File: config.mk
export PLATFORM = sky130hd
export DESIGN_NAME = cagw_top
export DESIGN_NICKNAME = d
export VERILOG_FILES = /design/src/cagw_pkg.sv /design/src/cagw_shifter.sv /design/src/cagw_top.sv
export VERILOG_INCLUDE_DIRS = /design/src
export SDC_FILE = /design/constraint.sdc
export NUM_CORES = 1
export LEC_CHECK = 0
export BUFFER_PORTS_ARGS = -buffer_cell sky130_fd_sc_hd__buf_2
export CAP_MARGIN = 20
export CORE_ASPECT_RATIO = 0.7
export CORE_UTILIZATION = 30
export CTS_BUF_LIST = sky130_fd_sc_hd__clkbuf_16
export DETAILED_ROUTE_END_ITERATION = 16
export PLACE_DENSITY = 0.45
export SYNTH_ARGS = -nofsm -noshare
export SYNTH_HDL_FRONTEND = slang
export SYNTH_SLANG_ARGS = --single-unit
export TNS_END_PERCENT = 100
File: constraint.sdc
create_clock -name clk -period 3.6 [get_ports clk]
set_input_delay 0.36 -clock clk [delete_from_list [all_inputs] [get_ports clk]]
set_output_delay 0.36 -clock clk [all_outputs]
set_load 0.1 [all_outputs]
File: src/cagw_regs.svh
// register indexes, field positions, reset values and timing counts of the gain writer
`ifndef CAGW_REGS_SVH
`define CAGW_REGS_SVH

`define CAGW_IDX_CTRL        5'h00
`define CAGW_IDX_CFG         5'h0F
`define CAGW_IDX_STAT        5'h10
`define CAGW_IDX_PROF0       5'h13
`define CAGW_IDX_PROF1       5'h17
`define CAGW_IDX_PROF2       5'h1B
`define CAGW_IDX_PROF3       5'h1F

`define CAGW_CTRL_SRST_BIT   5
`define CAGW_CFG_MODE_BIT    0
`define CAGW_CFG_PSEL_BIT    1
`define CAGW_CFG_POVR_BIT    2

`define CAGW_CTRL_RST        8'h00
`define CAGW_CFG_RST         8'h00
`define CAGW_PROF_RST        8'h00
`define CAGW_GAIN_LOWEST     8'h00

`define CAGW_MCLK_DIV        4
`define CAGW_DEBOUNCE_MCLK   56
`define CAGW_XFER_MAX_MCLK   200

`endif

File: src/cagw_pkg.sv
// types shared by the gain writer modules
package cagw_pkg;

  localparam int CAGW_AW = 8;

  typedef enum logic [1:0] {
    CAGW_OKAY   = 2'b00,
    CAGW_SLVERR = 2'b10
  } cagw_resp_t;

  typedef enum logic [1:0] {
    CAGW_SH_IDLE  = 2'b00,
    CAGW_SH_SETUP = 2'b01,
    CAGW_SH_HIGH  = 2'b10,
    CAGW_SH_DONE  = 2'b11
  } cagw_sh_state_t;

  typedef struct packed {
    logic               awvalid;
    logic [CAGW_AW-1:0] awaddr;
    logic               wvalid;
    logic [31:0]        wdata;
    logic [3:0]         wstrb;
    logic               bready;
    logic               arvalid;
    logic [CAGW_AW-1:0] araddr;
    logic               rready;
  } cagw_axi_req_t;

  typedef struct packed {
    logic        awready;
    logic        wready;
    logic        bvalid;
    cagw_resp_t  bresp;
    logic        arready;
    logic        rvalid;
    logic [31:0] rdata;
    cagw_resp_t  rresp;
  } cagw_axi_rsp_t;

  typedef struct packed {
    logic sclk;
    logic sdata;
    logic load_strobe_n;
  } cagw_amp_t;

endpackage

File: src/cagw_shifter.sv
// three-wire serial shifter that sends one 8-bit gain word, msb first
`timescale 1ns/100ps
`include "cagw_regs.svh"
module cagw_shifter
  import cagw_pkg::*;
(
  input  wire logic       clk,      // system clock
  input  wire logic       reset_n,  // async reset, active low
  input  wire logic       clk_en,   // freezes state while low
  input  wire logic       tick,     // one master clock step
  input  wire logic       start,    // begin a word, taken on tick while idle
  input  wire logic [7:0] data,     // gain word to send
  output logic            busy,     // word in progress
  output cagw_amp_t       amp       // serial pins, registered
);

  cagw_sh_state_t state_ff;
  cagw_sh_state_t nxt_state;
  logic [7:0]     shreg_ff;
  logic [7:0]     nxt_shreg;
  logic [2:0]     bit_ff;
  logic [2:0]     nxt_bit;
  cagw_amp_t      amp_ff;
  cagw_amp_t      nxt_amp;

  // one bit takes two master cycles: data settles while sclk is low, then sclk rises
  always_comb begin
    nxt_state = state_ff;
    nxt_shreg = shreg_ff;
    nxt_bit   = bit_ff;
    nxt_amp   = amp_ff;
    if (tick) begin
      case (state_ff)
        CAGW_SH_IDLE: begin
          if (start) begin
            nxt_shreg             = data;
            nxt_bit               = 3'h0;
            nxt_amp.sdata         = data[7];
            nxt_amp.sclk          = 1'b0;
            nxt_amp.load_strobe_n = 1'b0;
            nxt_state             = CAGW_SH_SETUP;
          end
        end
        CAGW_SH_SETUP: begin
          nxt_amp.sclk = 1'b1;
          nxt_state    = CAGW_SH_HIGH;
        end
        CAGW_SH_HIGH: begin
          nxt_amp.sclk = 1'b0;
          // no exit other than finishing all eight bits
          if (bit_ff == 3'h7) begin
            nxt_state = CAGW_SH_DONE;
          end else begin
            nxt_bit       = bit_ff + 3'h1;
            nxt_shreg     = {shreg_ff[6:0], 1'b0};
            nxt_amp.sdata = shreg_ff[6];
            nxt_state     = CAGW_SH_SETUP;
          end
        end
        CAGW_SH_DONE: begin
          nxt_amp.load_strobe_n = 1'b1;
          nxt_amp.sdata         = 1'b0;
          nxt_state             = CAGW_SH_IDLE;
        end
        default: begin
          nxt_state = CAGW_SH_IDLE;
        end
      endcase
    end
  end

  // state registers
  always_ff @(posedge clk or negedge reset_n) begin
    if (!reset_n) begin
      state_ff <= CAGW_SH_IDLE;
      shreg_ff <= 8'h00;
      bit_ff   <= 3'h0;
      amp_ff   <= '{sclk: 1'b0, sdata: 1'b0, load_strobe_n: 1'b1};
    end else if (clk_en) begin
      state_ff <= nxt_state;
      shreg_ff <= nxt_shreg;
      bit_ff   <= nxt_bit;
      amp_ff   <= nxt_amp;
    end
  end

  assign busy = (state_ff != CAGW_SH_IDLE);
  assign amp  = amp_ff;

endmodule

File: src/cagw_top.sv
// gain writer for an external cable driver: axi4-lite registers, debounce and transfer control
//
// The placing of the registers and the AXI4-Lite interface to the registers were decided locally.
`timescale 1ns/100ps
`include "cagw_regs.svh"
// What this block does
// - four 8-bit gain registers, one pair per mode
// - mode bit in 0x0F remaps profile registers
// - hardware reset zeroes gains, sends zero word
// - ctrl bit 5 soft reset clears gains, selection
// - soft reset sends zero only if nonzero
// - profile and gain change starts a write
// - word sent comes from active profile
// - active gain register write of a new value starts a transfer
// - wait 48-64 stable master cycles, strobe low
// - a started transfer always completes
// - whole transfer within 200 master cycles
// - soft reset clears cfg and gains, ctrl takes the written byte with bit 5 clear
// - reset assertion restores register defaults
// - master clock stops during reset
// - master clock is system clock over four
// - profile pin switches the active profile when cfg bit 2 is clear
module cagw_top
  import cagw_pkg::*;
#(
  parameter int MCLK_DIV      = `CAGW_MCLK_DIV,
  parameter int DEBOUNCE_MCLK = `CAGW_DEBOUNCE_MCLK
)(
  input  wire logic    clk,               // system clock, 20 MHz
  input  wire logic    reset_n,           // async reset, active low
  input  wire logic    clk_en,            // freezes all state while low
  input  cagw_axi_req_t axi_req,          // axi4-lite master to slave
  output cagw_axi_rsp_t axi_rsp,          // axi4-lite slave to master
  input  wire logic    profile_pin,       // transmit profile select pin
  output logic         amp_load_strobe_n, // load enable to cable driver, active low
  output logic         amp_sclk,          // serial clock to cable driver
  output logic         amp_sdata,         // serial data to cable driver
  output logic         aux_clock_out      // auxiliary clock, runs through reset
);

  // register index of a byte address: one aligned word per register
  function automatic logic [4:0] reg_index(input logic [CAGW_AW-1:0] addr);
    reg_index = addr[6:2];
  endfunction

  function automatic logic is_mapped(input logic [CAGW_AW-1:0] addr);
    logic [4:0] idx;
    idx = reg_index(addr);
    is_mapped = (addr[CAGW_AW-1] == 1'b0) &&
                (idx == `CAGW_IDX_CTRL  || idx == `CAGW_IDX_CFG   || idx == `CAGW_IDX_STAT ||
                 idx == `CAGW_IDX_PROF0 || idx == `CAGW_IDX_PROF1 ||
                 idx == `CAGW_IDX_PROF2 || idx == `CAGW_IDX_PROF3);
  endfunction

  // bus write side
  logic               aw_ok_ff;
  logic               nxt_aw_ok;
  logic               w_ok_ff;
  logic               nxt_w_ok;
  logic [CAGW_AW-1:0] waddr_ff;
  logic [CAGW_AW-1:0] nxt_waddr;
  logic [7:0]         wdata_ff;
  logic [7:0]         nxt_wdata;
  logic               wstrb0_ff;
  logic               nxt_wstrb0;
  logic               bvalid_ff;
  logic               nxt_bvalid;
  cagw_resp_t         bresp_ff;
  cagw_resp_t         nxt_bresp;
  logic               do_wr;
  // bus read side
  logic               rvalid_ff;
  logic               nxt_rvalid;
  logic [31:0]        rdata_ff;
  logic [31:0]        nxt_rdata;
  cagw_resp_t         rresp_ff;
  cagw_resp_t         nxt_rresp;
  // software registers
  logic [7:0]         ctrl_ff;
  logic [7:0]         nxt_ctrl;
  logic [7:0]         cfg_ff;
  logic [7:0]         nxt_cfg;
  logic [7:0]         prof_ff [4];
  logic [7:0]         nxt_prof [4];
  logic               soft_rst;
  // master clock and transfer control
  logic [2:0]         div_ff;
  logic [2:0]         nxt_div;
  logic               tick;
  logic [1:0]         sel_ff;
  logic [1:0]         nxt_sel;
  logic [7:0]         sent_ff;
  logic [7:0]         nxt_sent;
  logic [7:0]         hold_ff;
  logic [7:0]         nxt_hold;
  logic [6:0]         cnt_ff;
  logic [6:0]         nxt_cnt;
  logic               force_ff;
  logic               nxt_force;
  logic [7:0]         target;
  logic               pending;
  logic               start;
  logic               busy;
  cagw_amp_t          amp;

  // address and data are taken in either order; response only after both
  always_comb begin
    nxt_aw_ok  = aw_ok_ff;
    nxt_w_ok   = w_ok_ff;
    nxt_waddr  = waddr_ff;
    nxt_wdata  = wdata_ff;
    nxt_wstrb0 = wstrb0_ff;
    nxt_bvalid = bvalid_ff;
    nxt_bresp  = bresp_ff;
    do_wr      = aw_ok_ff && w_ok_ff && !bvalid_ff;
    if (axi_req.awvalid && axi_rsp.awready) begin
      nxt_aw_ok = 1'b1;
      nxt_waddr = axi_req.awaddr;
    end
    if (axi_req.wvalid && axi_rsp.wready) begin
      nxt_w_ok   = 1'b1;
      nxt_wdata  = axi_req.wdata[7:0];
      nxt_wstrb0 = axi_req.wstrb[0];
    end
    if (bvalid_ff && axi_req.bready) begin
      nxt_bvalid = 1'b0;
    end
    if (do_wr) begin
      nxt_aw_ok  = 1'b0;
      nxt_w_ok   = 1'b0;
      nxt_bvalid = 1'b1;
      nxt_bresp  = is_mapped(waddr_ff) ? CAGW_OKAY : CAGW_SLVERR;
    end
  end

  // register writes; soft reset clears everything but the control register
  always_comb begin
    nxt_ctrl = ctrl_ff;
    nxt_cfg  = cfg_ff;
    nxt_prof = prof_ff;
    soft_rst = 1'b0;
    if (do_wr && wstrb0_ff) begin
      case (reg_index(waddr_ff))
        `CAGW_IDX_CTRL: begin
          nxt_ctrl = wdata_ff;
          nxt_ctrl[`CAGW_CTRL_SRST_BIT] = 1'b0;           // self-clearing trigger
          soft_rst = wdata_ff[`CAGW_CTRL_SRST_BIT];
        end
        `CAGW_IDX_CFG:   nxt_cfg     = wdata_ff;
        `CAGW_IDX_PROF0: nxt_prof[0] = wdata_ff;
        `CAGW_IDX_PROF1: nxt_prof[1] = wdata_ff;
        `CAGW_IDX_PROF2: nxt_prof[2] = wdata_ff;
        `CAGW_IDX_PROF3: nxt_prof[3] = wdata_ff;
        default: begin
        end
      endcase
    end
    if (soft_rst) begin
      nxt_cfg = `CAGW_CFG_RST;
      for (int i = 0; i < 4; i++) begin
        nxt_prof[i] = `CAGW_PROF_RST;
      end
    end
  end

  // read mux; data and response are registered
  always_comb begin
    nxt_rvalid = rvalid_ff;
    nxt_rdata  = rdata_ff;
    nxt_rresp  = rresp_ff;
    if (rvalid_ff && axi_req.rready) begin
      nxt_rvalid = 1'b0;
    end
    if (axi_req.arvalid && axi_rsp.arready) begin
      nxt_rvalid = 1'b1;
      nxt_rresp  = is_mapped(axi_req.araddr) ? CAGW_OKAY : CAGW_SLVERR;
      nxt_rdata  = 32'h0000_0000;
      if (is_mapped(axi_req.araddr)) begin
        case (reg_index(axi_req.araddr))
          `CAGW_IDX_CTRL:  nxt_rdata[7:0] = ctrl_ff;
          `CAGW_IDX_CFG:   nxt_rdata[7:0] = cfg_ff;
          `CAGW_IDX_STAT:  nxt_rdata[15:0] = {sent_ff, 4'h0, force_ff, sel_ff[0], pending, busy};
          `CAGW_IDX_PROF0: nxt_rdata[7:0] = prof_ff[0];
          `CAGW_IDX_PROF1: nxt_rdata[7:0] = prof_ff[1];
          `CAGW_IDX_PROF2: nxt_rdata[7:0] = prof_ff[2];
          `CAGW_IDX_PROF3: nxt_rdata[7:0] = prof_ff[3];
          default:         nxt_rdata = 32'h0000_0000;
        endcase
      end
    end
  end

  // master clock as an enable, one cycle in MCLK_DIV; held at zero through reset
  assign tick = clk_en && (div_ff == 3'(MCLK_DIV - 1));
  assign nxt_div = tick ? 3'h0 : div_ff + 3'h1;

  // gain of the active profile; the mode bit picks which register pair holds the gains
  assign target  = prof_ff[sel_ff];
  assign pending = force_ff || (target != sent_ff);

  // debounce: the word must hold for DEBOUNCE_MCLK ticks before the strobe falls;
  // a change during a running word waits for it, trading latency for clean cycles
  always_comb begin
    nxt_sel   = sel_ff;
    nxt_sent  = sent_ff;
    nxt_hold  = hold_ff;
    nxt_cnt   = cnt_ff;
    nxt_force = force_ff;
    start     = 1'b0;
    if (tick) begin
      nxt_sel = {cfg_ff[`CAGW_CFG_MODE_BIT],
                 cfg_ff[`CAGW_CFG_POVR_BIT] ? cfg_ff[`CAGW_CFG_PSEL_BIT] : profile_pin};
      if (!pending) begin
        nxt_cnt  = 7'h00;
        nxt_hold = target;
      end else if (target != hold_ff) begin
        nxt_cnt  = 7'h00;
        nxt_hold = target;
      end else if (cnt_ff != 7'(DEBOUNCE_MCLK - 1)) begin
        nxt_cnt = cnt_ff + 7'h01;
      end else if (!busy) begin
        start     = 1'b1;
        nxt_sent  = hold_ff;
        nxt_force = 1'b0;
        nxt_cnt   = 7'h00;
      end
    end
  end

  // registers of the bus, the software state and the transfer control
  always_ff @(posedge clk or negedge reset_n) begin
    if (!reset_n) begin
      aw_ok_ff  <= 1'b0;
      w_ok_ff   <= 1'b0;
      waddr_ff  <= '0;
      wdata_ff  <= 8'h00;
      wstrb0_ff <= 1'b0;
      bvalid_ff <= 1'b0;
      bresp_ff  <= CAGW_OKAY;
      rvalid_ff <= 1'b0;
      rdata_ff  <= 32'h0000_0000;
      rresp_ff  <= CAGW_OKAY;
      ctrl_ff   <= `CAGW_CTRL_RST;
      cfg_ff    <= `CAGW_CFG_RST;
      for (int i = 0; i < 4; i++) begin
        prof_ff[i] <= `CAGW_PROF_RST;
      end
      div_ff    <= 3'h0;
      sel_ff    <= 2'h0;
      sent_ff   <= `CAGW_GAIN_LOWEST;
      hold_ff   <= `CAGW_GAIN_LOWEST;
      cnt_ff    <= 7'h00;
      force_ff  <= 1'b1;
    end else if (clk_en) begin
      aw_ok_ff  <= nxt_aw_ok;
      w_ok_ff   <= nxt_w_ok;
      waddr_ff  <= nxt_waddr;
      wdata_ff  <= nxt_wdata;
      wstrb0_ff <= nxt_wstrb0;
      bvalid_ff <= nxt_bvalid;
      bresp_ff  <= nxt_bresp;
      rvalid_ff <= nxt_rvalid;
      rdata_ff  <= nxt_rdata;
      rresp_ff  <= nxt_rresp;
      ctrl_ff   <= nxt_ctrl;
      cfg_ff    <= nxt_cfg;
      prof_ff   <= nxt_prof;
      div_ff    <= nxt_div;
      sel_ff    <= nxt_sel;
      sent_ff   <= nxt_sent;
      hold_ff   <= nxt_hold;
      cnt_ff    <= nxt_cnt;
      force_ff  <= nxt_force;
    end
  end

  // write readies only while their own channel is empty and no write response waits; arready only while no read response waits
  assign axi_rsp.awready = !aw_ok_ff && !bvalid_ff;
  assign axi_rsp.wready  = !w_ok_ff && !bvalid_ff;
  assign axi_rsp.bvalid  = bvalid_ff;
  assign axi_rsp.bresp   = bresp_ff;
  assign axi_rsp.arready = !rvalid_ff;
  assign axi_rsp.rvalid  = rvalid_ff;
  assign axi_rsp.rdata   = rdata_ff;
  assign axi_rsp.rresp   = rresp_ff;

  cagw_shifter u_shifter (
    .clk     (clk),
    .reset_n (reset_n),
    .clk_en  (clk_en),
    .tick    (tick),
    .start   (start),
    .data    (hold_ff),
    .busy    (busy),
    .amp     (amp)
  );

  assign amp_load_strobe_n = amp.load_strobe_n;
  assign amp_sclk          = amp.sclk;
  assign amp_sdata         = amp.sdata;
  // buffered system clock; the only clock that keeps running in reset
  assign aux_clock_out     = clk;

endmodule

## After elaboration in Yosys (flattened, before gate mapping)

Cells that the tools add are included.

| storage, ports and cells | value |
|---|---|
| register bits | 148 |
| bits in latches | 0 |
| RAM bits | 0 |
| ROM bits | 0 |
| word-level logic and storage cells | 187 |
| memories | 0 |

| cells by class | value |
|---|---|
| add/subtract/negate cells | 3 |
| multiply operators | 0 |
| divide/modulo/power cells | 0 |
| order comparisons | 1 |
| eq/ne operators | 24 |
| shifts and indexed selects | 0 |
| multiplexer cells | 54 |
| bitwise gates (word level) | 6 |
| reduce and logical (&&, ||, !) cells | 71 |

Operators by type and width:

| cell | number |
|---|---|
| 8-bit 2-to-1 mux | 12 |
| 32-bit 2-to-1 mux | 2 |
| 8-bit case mux with 7 select lines | 1 |
| 5-bit equality test, second input constant | 10 |
| 7-bit 2-to-1 mux | 6 |
| 3-bit AND reduction | 9 |
| 2-bit nonzero test | 13 |
| 2-bit AND reduction | 9 |
| 1-bit 2-to-1 mux | 17 |
| 8-bit binary-select mux with 2-bit select | 1 |
| 16-bit 2-to-1 mux | 1 |
| 8-bit inequality test | 2 |
| 7-bit case mux with 2 select lines | 1 |
| 1-bit logical AND | 13 |
| 1-bit logical OR | 13 |
| 3-bit 2-to-1 mux | 4 |
| 5-bit by 4-bit equality test with 1-bit output, second input constant | 2 |
| 5-bit logical NOT | 2 |
| 5-bit AND reduction | 2 |
| 2-bit 2-to-1 mux | 4 |
| 2-bit case mux with 4 select lines | 1 |
| 4-bit AND reduction | 2 |
| 7-bit by 1-bit adder with 7-bit output, second input constant | 1 |
| 7-bit by 6-bit inequality test with 1-bit output, second input constant | 1 |
| 18 further kinds | 30 |

## Depth between registers and ports, before layout

| depth | value |
|---|---|
| depth after elaboration | 10 |
| gate-level depth with buffers | 9 |
| gate-level depth less buffers | 7 |

## By module

From an unflattened synthesis, not the netlist that was laid out.

| unflattened totals | value |
|---|---|
| cells, all modules | 575 |
| area total of the unflattened synthesis | 6299.8 um^2 |

Modules (own cells, without submodules):

| module | instances | cells an instance | area an instance (um^2) | sequential area each (um^2) |
|---|---|---|---|---|
| cagw_top | 1 | 503 | 5472.7 | 2829.0 |
| cagw_shifter | 1 | 72 | 827.0 | 376.6 |

==> results_dict.tcl <==
set metrics [dict create \
    rsz0062_at_grt "false" \
    slew_viol_final 0 \
    ir_worst_vdd_v 0.000655 \
    drive_gt1_share_pct 26.8 \
    holdCritPathClass "input port to register" \
    synth-seq-cells 128 \
    async_flop_share_pct 100 \
    portBuffers 56 \
    grt_max_degree 129 \
    dp_slack_ns 0.377 \
    antennaDiodeCount 0 \
    synthTopCellsByArea "dfrtp_1, mux2_2, nand2_1, o21ai_0, mux4_2" \
    critPathMaxFanout 14 \
    crit_arrival_ns 3.61 \
    ys.flop_type "dfrtp_1" \
    grt_antenna_before_repair 0 \
    core_area_um2 20100 \
    drt_first_pass_iters 4 \
    hpwl_um 10800 \
    tightest_slew_ns 0.898 \
    multi_input_area_um2 2790 \
    grt_pass1_vias 4518 \
    p_per_area_nw_per_um2 784 \
    avgSynthCellArea_um2 11.0 \
    syn-cell-area_um2 6220 \
    clk_latency_ns 0.53 \
    die-width_um 174 \
    setup_viol 0 \
    num_io_pins 106 \
    rows 43 \
    overflow 0 \
    vias 4512 \
    grt_usage_pct 15.6 \
    fin_util_pct 37.1 \
    hold_viol 0 \
    dieArea_um2 21300 \
    tns_ns 0 \
    via_per_inst 4.91 \
    fin_nets 701 \
    crit_type "register to register" \
    synth.top_cell.area_share_pct 50.7 \
    fmax_mhz 313 \
    finalClockSkew_ns 0.00721 \
    cts_setup_buffers 0 \
    period_needed_ns 3.20 \
    start_kind "register" \
    drt_iter0_drc 245 \
    crit_path_end_kind "register" \
    outcome "complete, no violations" \
    period_share_pct 88.8 \
    synth-edff-count 0 \
    die_h_um 122 \
    area_delta_synth_final_pct 19.6 \
    yosysTopAreaCell "dfrtp_1" \
    finish.instance_area_um2 7440 \
    drcViolationCount 0 \
    ys_warn_count 0 \
    initial_core_util_pct 31.0 \
    placed_cell_area_um2 6750 \
    routed_wl_um 15200 \
    wl_per_cell_um 16.6 \
    clkTransAtPathRegs_ns 0.06 \
    cts_tree "built" \
    synth_common_cells "dfrtp_1, nand2_1, o21ai_0" \
    place_congestion 0.821 \
    max_slew_margin_pct 40.0 \
    yosysMostFrequentCell "dfrtp_1" \
    syn_inst 568 \
    yosysUniqueCellTypes 59 \
    power.leakage_nw 3.44 \
    grt_pass1_wl_um 24700 \
    fillCellCount 2023 \
    setup_ws_ns 0.404 \
    seq_area_frac_synth_pct 51.5 \
    crit_required_ns 4.01 \
    maxCapViolCount 0 \
    ant_nets 0 \
    regArea_um2 3210 \
]
## routing by layer
| metal | part of all wire, % | routed length (µm) | GRT usage (%) | up-vias |
|---|---|---|---|---|
| met4 | 1.3 | 194 | 6.14 | 0 |
| li1 | - | - | - | 2154 |
| met1 | 52 | 7930 | 22.6 | 2231 |
| met5 | 0 | 0 | 0 | - |
| met2 | 41 | 6260 | 21.5 | 112 |
| met3 | 5.5 | 840 | 4.52 | 15 |
## critical path: stages, from the launching register on
cell and delay [ns]:
dfrtp_1 0.79, mux4_2 0.67, xor2_1 0.18, nor4_2 0.50, a211oi_4 0.21, a31oi_4 0.36, mux2_2 0.37
## where the power goes
group / switching [W] / total (W) / internal (W)
Clock: 0.000764 / 0.00199 / 0.00123
Combinational: 0.00112 / 0.00171 / 0.000594
Sequential: 0.000350 / 0.00213 / 0.00178
Total: 0.00223 / 0.00583 / 0.00360
## placed cells by master, fill, tap and decap left out, drive strengths merged, types with 17 or more instances in the layout
cell,count
mux2,50
a21oi,25
nand2,80
dfrtp,126
o21ai,59
mux2i,17
nor2,28
clkbuf,20
conb,18
buf,70
## layout make-up
class	count	share of cell area, %
clock buffers	21	6.79
clock inverters	15	2.29
inverters	8	0.403
multi-input cells	407	37.5
flip-flops and latches	128	43.1
well taps	270	4.54
repair buffers	70	5.45
## path summary, 6_finish.rpt
kind	startpoint	to	slack, ns	depth (start not counted)
min in group asynchronous	reset_n	rdata_ff[7]$_DFFE_PN0P_	0.44	3
worst max-delay path	sel_ff[0]$_DFFE_PN0P_	u_shifter.shreg_ff[2]$_DFFE_PN0P_	0.40	6
worst max register to register	sel_ff[0]$_DFFE_PN0P_	u_shifter.shreg_ff[2]$_DFFE_PN0P_	0.40	6
max in group asynchronous	reset_n	sent_ff[3]$_DFFE_PN0P_	2.59	3
worst min-delay path	axi_req[55]	waddr_ff[7]$_DFFE_PN0P_	0.06	2
worst min register to register	rdata_ff[2]$_DFFE_PN0P_	rdata_ff[2]$_DFFE_PN0P_	0.47	1
## stage by stage
stage	std cells	total power (W)	hold WS, ns
after floorplan	585	0.00358	0.0644
after global placement	881	0.00393	0.454
after detailed placement	881	0.00397	0.463
after CTS	917	0.00590	0.0426
after global routing	919	0.00619	0.0457
final	919	0.00583	0.0579
## repair_timing
action                                 4_1_cts  5_1_grt
hold buffers                                 1        0
endpoints found under the hold margin       39        0
gates resized for setup                      0        0
## cell families (layout without fill, tap and decap cells)
kind of cell             Yosys count  count (layout)  share of synthesized area, %
buffers and inverters             50             114                          4.69
AND/OR/NAND/NOR                  164             164                          12.5
XOR/XNOR                          16              16                          2.25
adder cells (fa/ha/maj)            4               4                         0.804
other                              1              18                        0.0603
flip-flops                       128             128                          51.5
multiplexers                      75              75                          14.9
AO/OA/AOI/OAI                    130             130                          13.3
## sequential cells by signal, indices dropped and copies added, names as in the netlist
name,cells
u_shifter.bit_ff,3
rvalid_ff,1
w_ok_ff,1
bresp_ff,1
wstrb0_ff,1
bvalid_ff,1
div_ff,3
hold_ff,8
u_shifter.shreg_ff,7
rdata_ff,16
sel_ff,2
prof_ff,32
sent_ff,8
u_shifter.state_ff,2
cfg_ff,8
rresp_ff,1
waddr_ff,6
force_ff,1
cnt_ff,7
u_shifter.amp,3
aw_ok_ff,1
wdata_ff,8
ctrl_ff,7
No activity file was read; power rests on OpenSTA's default activity.
